$ cat src/include/qdac_map.svh
// Constants of the quad converter serial load block
//
// Operation
// One transfer carries a sixteen-bit word
// Host sends most significant bit first
// Shift one bit per serial clock rise
// Shifting only while chip select low
// Only last sixteen bits count at load
// Byte hosts keep select low between bytes
// Select rise loads addressed input register
// Four channels, input and output registers
// Strobe copies inputs to all outputs together
// Preset forces zero or half scale
// Power-up reset forces zero or half scale
// Preset values hold until a word loads
// Preset may be tied inactive high
// Bits 15..14 address, 13..0 code
// Address 00..11 selects channel one..four
// Strobe low transparent, high holds outputs
// Half scale value is 2000h
// Preset overrides loads and strobe while held
`ifndef QDAC_MAP_SVH
`define QDAC_MAP_SVH
`define QDAC_WORD_W    16
`define QDAC_CODE_W    14
`define QDAC_CHAN_N    4
`define QDAC_ADDR_HI   15
`define QDAC_ADDR_LO   14
`define QDAC_CODE_HI   13
`define QDAC_ZERO_CODE 14'h0000
`define QDAC_HALF_CODE 14'h2000
`define QDAC_FIFO_DEP  16
`define QDAC_INIT_CYC  2'h3
`define QDAC_PIN_IDLE  6'h19
`endif

$ cat src/include/qdac_pkg.sv
// Types shared by the quad converter serial load block
`include "qdac_map.svh"
package qdac_pkg;
  typedef logic [`QDAC_CODE_W-1:0] qdac_code_t;
  typedef struct packed {
    logic [1:0] chan;
    qdac_code_t code;
  } qdac_word_t;
  typedef enum logic [0:0] {QDAC_INIT, QDAC_RUN} qdac_state_t;
endpackage : qdac_pkg

$ cat src/rtl/qdac_fifo.sv
// Word FIFO between the serial front end and the input registers
`timescale 1ns/10ps
`default_nettype none
module qdac_fifo #(
  parameter int WIDTH = 16,
  parameter int DEPTH = 16
) (
  input  wire logic             clk,
  input  wire logic             rst_n,
  input  wire logic             flush,
  input  wire logic [WIDTH-1:0] inData,
  input  wire logic             inValid,
  output logic                  inReady,
  output logic [WIDTH-1:0]      outData,
  output logic                  outValid,
  input  wire logic             outReady
);
  localparam int AW = $clog2(DEPTH);
  logic [WIDTH-1:0] mem_ff [DEPTH];
  logic [AW-1:0]    wrPtr_ff;
  logic [AW-1:0]    rdPtr_ff;
  logic [AW:0]      count_ff;
  logic             doPush;
  logic             doPop;

  assign inReady  = (count_ff != (AW+1)'(DEPTH));
  assign outValid = (count_ff != '0);
  assign outData  = mem_ff[rdPtr_ff];
  assign doPush   = inValid && inReady && !flush;
  assign doPop    = outValid && outReady && !flush;

  always_ff @(posedge clk) begin
    if (doPush) begin
      mem_ff[wrPtr_ff] <= inData;
    end
  end

  always_ff @(posedge clk or negedge rst_n) begin
    if (!rst_n) begin
      wrPtr_ff <= '0;
      rdPtr_ff <= '0;
      count_ff <= '0;
    end else if (flush) begin
      wrPtr_ff <= '0;
      rdPtr_ff <= '0;
      count_ff <= '0;
    end else begin
      if (doPush) begin
        wrPtr_ff <= AW'(wrPtr_ff + 1'b1);
      end
      if (doPop) begin
        rdPtr_ff <= AW'(rdPtr_ff + 1'b1);
      end
      if (doPush && !doPop) begin
        count_ff <= (AW+1)'(count_ff + 1'b1);
      end else if (doPop && !doPush) begin
        count_ff <= (AW+1)'(count_ff - 1'b1);
      end
    end
  end
endmodule : qdac_fifo
`default_nettype wire

$ cat src/rtl/qdac_serial_load.sv
// Serial load front end of the quad fourteen-bit converter
`timescale 1ns/10ps
`default_nettype none
`include "qdac_map.svh"
module qdac_serial_load (
  input  wire logic                     clk,
  input  wire logic                     rst_n,
  input  wire logic                     chipSelN,
  input  wire logic                     serialClk,
  input  wire logic                     serialIn,
  input  wire logic                     load_outputs_strobe_n,
  input  wire logic                     preset_n,
  input  wire logic                     levelSel,
  output logic [`QDAC_CHAN_N-1:0][`QDAC_CODE_W-1:0] chanCode,
  output logic                          serial_chain_out,
  output logic                          wordDropped
);
  // ****************************************
  // Pin synchronisers
  // ****************************************
  logic [5:0] syncA_ff;
  logic [5:0] syncB_ff;
  logic       csN;
  logic       sclk;
  logic       sdi;
  logic       strobeN;
  logic       presetN;
  logic       level;

  // All pins idle high except clock, data and level
  always_ff @(posedge clk or negedge rst_n) begin
    if (!rst_n) begin
      syncA_ff <= `QDAC_PIN_IDLE;
      syncB_ff <= `QDAC_PIN_IDLE;
    end else begin
      syncA_ff <= {levelSel, preset_n, load_outputs_strobe_n,
                   serialIn, serialClk, chipSelN};
      syncB_ff <= syncA_ff;
    end
  end

  assign csN     = syncB_ff[0];
  assign sclk    = syncB_ff[1];
  assign sdi     = syncB_ff[2];
  assign strobeN = syncB_ff[3];
  assign presetN = syncB_ff[4];
  assign level   = syncB_ff[5];

  function automatic qdac_pkg::qdac_code_t presetCode(input logic lvl);
    presetCode = lvl ? `QDAC_HALF_CODE : `QDAC_ZERO_CODE;
  endfunction : presetCode

  // ****************************************
  // Edge detection
  // ****************************************
  logic sclkPrev_ff;
  logic csPrev_ff;
  logic sclkRise;
  logic csRise;

  always_ff @(posedge clk or negedge rst_n) begin
    if (!rst_n) begin
      sclkPrev_ff <= 1'b0;
      csPrev_ff   <= 1'b1;
    end else begin
      sclkPrev_ff <= sclk;
      csPrev_ff   <= csN;
    end
  end

  assign sclkRise = sclk && !sclkPrev_ff;
  assign csRise   = csN && !csPrev_ff;

  // ****************************************
  // Serial shift register
  // ****************************************
  logic [`QDAC_WORD_W-1:0] shift_ff;
  logic                    chainOut_ff;

  // Older bits fall off the top, so the last sixteen remain
  always_ff @(posedge clk or negedge rst_n) begin
    if (!rst_n) begin
      shift_ff <= '0;
    end else if (sclkRise && !csN) begin
      shift_ff <= {shift_ff[`QDAC_WORD_W-2:0], sdi};
    end
  end

  always_ff @(posedge clk or negedge rst_n) begin
    if (!rst_n) begin
      chainOut_ff <= 1'b0;
    end else if (sclkRise && !csN) begin
      chainOut_ff <= shift_ff[`QDAC_WORD_W-1];
    end
  end

  // ****************************************
  // Control state
  // ****************************************
  qdac_pkg::qdac_state_t state_ff;
  logic [1:0]            initCnt_ff;
  logic                  forcePreset;

  // Level pin is only valid after its synchroniser has filled
  always_ff @(posedge clk or negedge rst_n) begin
    if (!rst_n) begin
      state_ff   <= qdac_pkg::QDAC_INIT;
      initCnt_ff <= 2'h0;
    end else begin
      unique case (state_ff)
        qdac_pkg::QDAC_INIT: begin
          initCnt_ff <= 2'(initCnt_ff + 1'b1);
          if (initCnt_ff == `QDAC_INIT_CYC - 2'h1) begin
            state_ff <= qdac_pkg::QDAC_RUN;
          end
        end
        qdac_pkg::QDAC_RUN: begin
          initCnt_ff <= initCnt_ff;
        end
      endcase
    end
  end

  assign forcePreset = !presetN || (state_ff == qdac_pkg::QDAC_INIT);

  // ****************************************
  // Word FIFO
  // ****************************************
  qdac_pkg::qdac_word_t pushWord;
  qdac_pkg::qdac_word_t popWord;
  logic                 pushReady;
  logic                 popValid;
  logic                 dropped_ff;

  assign pushWord.chan = shift_ff[`QDAC_ADDR_HI:`QDAC_ADDR_LO];
  assign pushWord.code = shift_ff[`QDAC_CODE_HI:0];

  // Preset flushes queued words so none lands after release
  qdac_fifo #(
    .WIDTH ($bits(qdac_pkg::qdac_word_t)),
    .DEPTH (`QDAC_FIFO_DEP)
  ) uFifo (
    .clk      (clk),
    .rst_n    (rst_n),
    .flush    (forcePreset),
    .inData   (pushWord),
    .inValid  (csRise),
    .inReady  (pushReady),
    .outData  (popWord),
    .outValid (popValid),
    .outReady (!forcePreset)
  );

  always_ff @(posedge clk or negedge rst_n) begin
    if (!rst_n) begin
      dropped_ff <= 1'b0;
    end else begin
      dropped_ff <= csRise && (!pushReady || forcePreset);
    end
  end

  // ****************************************
  // Channel registers
  // ****************************************
  qdac_pkg::qdac_code_t inReg_ff  [`QDAC_CHAN_N];
  qdac_pkg::qdac_code_t outReg_ff [`QDAC_CHAN_N];

  for (genvar ch = 0; ch < `QDAC_CHAN_N; ch++) begin : gChan
    always_ff @(posedge clk or negedge rst_n) begin
      if (!rst_n) begin
        inReg_ff[ch] <= `QDAC_ZERO_CODE;
      end else if (forcePreset) begin
        inReg_ff[ch] <= presetCode(level);
      end else if (popValid && popWord.chan == 2'(ch)) begin
        inReg_ff[ch] <= popWord.code;
      end
    end

    always_ff @(posedge clk or negedge rst_n) begin
      if (!rst_n) begin
        outReg_ff[ch] <= `QDAC_ZERO_CODE;
      end else if (forcePreset) begin
        outReg_ff[ch] <= presetCode(level);
      end else if (!strobeN) begin
        outReg_ff[ch] <= inReg_ff[ch];
      end
    end

    assign chanCode[ch] = outReg_ff[ch];
  end

  assign serial_chain_out = chainOut_ff;
  assign wordDropped      = dropped_ff;
endmodule : qdac_serial_load
`default_nettype wire

$ cat config.mk
export PLATFORM = sky130hd
export DESIGN_NAME = qdac_serial_load
export DESIGN_NICKNAME = d
export VERILOG_FILES = /design/src/include/qdac_pkg.sv /design/src/rtl/qdac_fifo.sv /design/src/rtl/qdac_serial_load.sv
export VERILOG_INCLUDE_DIRS = /design/src /design/src/include
export SDC_FILE = /design/constraint.sdc
export NUM_CORES = 1
export LEC_CHECK = 0
export BUFFER_PORTS_ARGS = -buffer_cell sky130_fd_sc_hd__buf_2
export CAP_MARGIN = 25
export CORE_MARGIN = 5
export CORE_UTILIZATION = 49
export CTS_CLUSTER_DIAMETER = 80
export DETAILED_ROUTE_END_ITERATION = 8
export PLACE_DENSITY = 0.66
export SLEW_MARGIN = 30
export SYNTH_ARGS = -nofsm -noshare
export SYNTH_HDL_FRONTEND = slang
export SYNTH_HIERARCHICAL = 1
export SYNTH_SLANG_ARGS = --single-unit
$ cat constraint.sdc
create_clock -name clk -period 4.1 [get_ports clk]
set_input_delay 0.615 -clock clk [delete_from_list [all_inputs] [get_ports clk]]
set_output_delay 0.615 -clock clk [all_outputs]
set_load 0.02 [all_outputs]
==> flow_summary.ini <==
[run_status]
outcome = complete, no violations

[sta]
rsz0062_at_grt = no
fmax_ghz = 0.330
tns_ns = 0
finalHoldViolCount = 0
min_period_ns = 3.03
setup_viol = 0
slew_headroom_pct = 41.2
layout_worst_path_cycle_share_pct = 73.8
worst_pin_slew_ns = 0.879
clock-skew-final_ns = 0.0190
final-max-slew-violation-count = 0
setup_ws_ns = 1.07

[floorplan]
die_w_um = 193
initial_utilization_pct = 49.4
die_height_um = 193
rows = 67
core-area_um2 = 33400
io-pin-count = 66
die_area_um2 = 37400

[grt]
grt_pass1_wl_um = 55900
antenna_found_initial = 0
overflow = 0
first_global_vias = 9232
grt_use_total_pct = 19.1
grt_max_degree = 112

[setup_path]
max_stage_delay_ns = 0.77
critical_path_class = reg2reg
path_cells = buf_4 > and2_1 > a221oi_1 > a22oi_1 > nand2_1 > nor3b_2 > a21oi_1 > a21oi_1
arrival_ns = 3.49
slowest_stage = nor3b_2
critical_path.top_delay_family = simple AND/OR/NAND/NOR gates
worstPathRequired_ns = 4.56
crit_path_end_kind = register
worstPathMaxFanout = 15
worst-path-buf-inv = 1
crit_top_cell = a21oi_1
cp-start-kind = register

[drt]
viasPerCell = 5.60
routedWlPerCell_um = 21.9
drt-total-wl_um = 35900
drtPass1Iterations = 5
initialDrtViolationCount = 701
drc = 0
vias = 9170
postRouteAntennaNets = 0

[power_and_ir_drop]
power_density_nw_per_um2 = 573
total_power_mw = 10.8
p_leak_nw = 7.18
irDropWorstVdd_mv = 0.324

[synthesis]
muxShareOfSynthArea_pct = 13.3
synth_compound_area_share_pct = 5.96
yosysUniqueCellTypes = 53
seq_area_frac_synth_pct = 71.0
synth.ff_latch_count = 416
netlist_instances = 1071
synthArstFlopShare_pct = 38.5
synth_ff_type = edfxtp_1
synth-edff-count = 256
synth_fa_ha_area_share_pct = 0.880
yosys_warnings = 6
synthSimpleGateAreaFrac_pct = 6.21
netlist_area_um2 = 16500
synth_nets = 1090
synth_top_family_by_area = multiplexers
synth-xor-area-share_pct = 0.425
post_synth.cell_area_avg_um2 = 15.4

[layout]
final_cell_mix = 256 x edfxtp_1, 152 x dfrtp_1, 132 x nand2_1
drive_gt1_share_pct = 19.7
nets = 1175
diodes = 0
final_common_cell = edfxtp_1
finalNonFillerCells = 1637
postLayoutCoreUtil_pct = 56.3
fillers = 2683
area_growth_pct = 13.9

[clock_tree]
root_buffer = clkbuf_16
htreeDepth = 2
clkSlewWorstSetupHoldPaths_ns = 0.06
cts_sinks = 416
cts_tree = built
post_cts_resize_count = 0
hold_buffers = 0
clk-insertion-delay-late_ns = 0.55
clock_path_buffers = 3
numCtsBuffers = 43
cts_setup_buffers = 0

[placed_design]
hpwl_um = 21500
dpl.cell_count = 1559
gp_congestion = 0.791
place_ws_ns = 1.10
port_buffers = 65

[run]
max_cap_viol_count = 0

[worst_hold_path]
hp-class = in2async
[layout make-up]
cell class | instances | area (um2) | area share (%)
sequential | 416 | 11700 | 62.3
tap | 448 | 561 | 2.99
multi-input combinational | 584 | 4410 | 23.5
clock buffer | 69 | 1270 | 6.79
clock inverter | 9 | 85.1 | 0.453
timing repair buffer | 103 | 711 | 3.78
inverter | 8 | 31.3 | 0.167
[power by group]
group / internal, mW / switching [mW] / total, mW
combinational: 0.708 / 1.05 / 1.76
clock: 2.19 / 1.52 / 3.71
sequential: 4.89 / 0.399 / 5.29
[sequential cells by signal (all words and copies together), names as in the netlist]
name / flops
chanCode: 56
csPrev_ff: 1
inReg_ff: 56
initCnt_ff: 2
pushWord: 16
sclkPrev_ff: 1
serial_chain_out: 1
state_ff: 1
syncA_ff: 6
syncB_ff: 6
uFifo/count_ff: 5
uFifo/mem_ff: 256
uFifo/rdPtr_ff: 4
uFifo/wrPtr_ff: 4
wordDropped: 1
[path summary, 6_finish.rpt]
| check | start | end | slack [ns] | depth (start not counted) |
|---|---|---|---|---|
| max in group asynchronous | rst_n | inReg_ff[33]$_DFFE_PN0P_ | 3.10 | 2 |
| hold / removal | rst_n | chanCode[19]$_DFFE_PN0P_ | 0.14 | 1 |
| hold reg to reg | syncA_ff[1]$_DFF_PN0_ | syncB_ff[1]$_DFF_PN0_ | 0.35 | 0 |
| setup reg to reg | uFifo/rdPtr_ff[1]$_DFFE_PN0P_ | inReg_ff[55]$_DFFE_PN0P_ | 1.07 | 8 |
| min in group clk | serialIn | syncA_ff[2]$_DFF_PN0_ | 0.17 | 1 |
| setup / recovery | uFifo/rdPtr_ff[1]$_DFFE_PN0P_ | inReg_ff[55]$_DFFE_PN0P_ | 1.07 | 8 |
[worst register-to-register path: cells and delay by family (launching register included)]
kind / cells / cell delay [ns]
AOI/OAI and AO/OA: 4 / 0.73
and+or+nand+nor: 3 / 1.61
buffers and inverters: 1 / 0.28
DFF: 1 / 0.34
[through the flow]
stage / hold slack (ns) / cell area, um2
2_1_floorplan: 0.319 / 16500
3_5_place_dp: 0.336 / 17400
4_1_cts: 0.150 / 18800
6_report: 0.145 / 18800
5_1_grt: 0.144 / 18800
3_3_place_gp: 0.334 / 17400
[cells in the mapped netlist, drive strengths merged (3+ instances only)]
master	instances	area share [%]
nand3b	4	0.18
o21ai	19	0.60
xor2	3	0.16
xnor2	5	0.27
nor2b	3	0.11
edfxtp	256	47
dfrtp	153	23
mux2	20	1.4
inv	7	0.16
a21boi	3	0.14
dfstp	7	1.1
nand2	132	3.0
a221oi	32	1.7
nor2	81	1.8
clkbuf	10	0.23
ha	10	0.76
mux4	32	4.4
a21oi	69	2.2
mux2i	123	7.5
a22oi	16	0.73
nand3	7	0.29
buf	53	1.9
[kinds of logic (layout without fill, tap and decap cells)]
logic type	after synthesis	count (layout)
flip-flops	416	416
buffers and inverters	71	189
AO/OA/AOI/OAI	149	149
AND/OR/NAND/NOR	241	241
adder cells (fa/ha/maj)	11	11
multiplexers	175	175
XOR/XNOR	8	8
[per-layer routing]
metal / GRT usage (%) / part of all wire (%) / routed length [um] / vias up
met1: 26.6 / 43 / 15600 / 4669
met2: 30.9 / 48 / 17100 / 275
met3: 4.05 / 6.2 / 2240 / 63
li1: - / - / - / 4163
met4: 5.09 / 2.7 / 960 / 0
met5: 0 / 0 / 0 / -
Power figures use the tool's default switching activity.
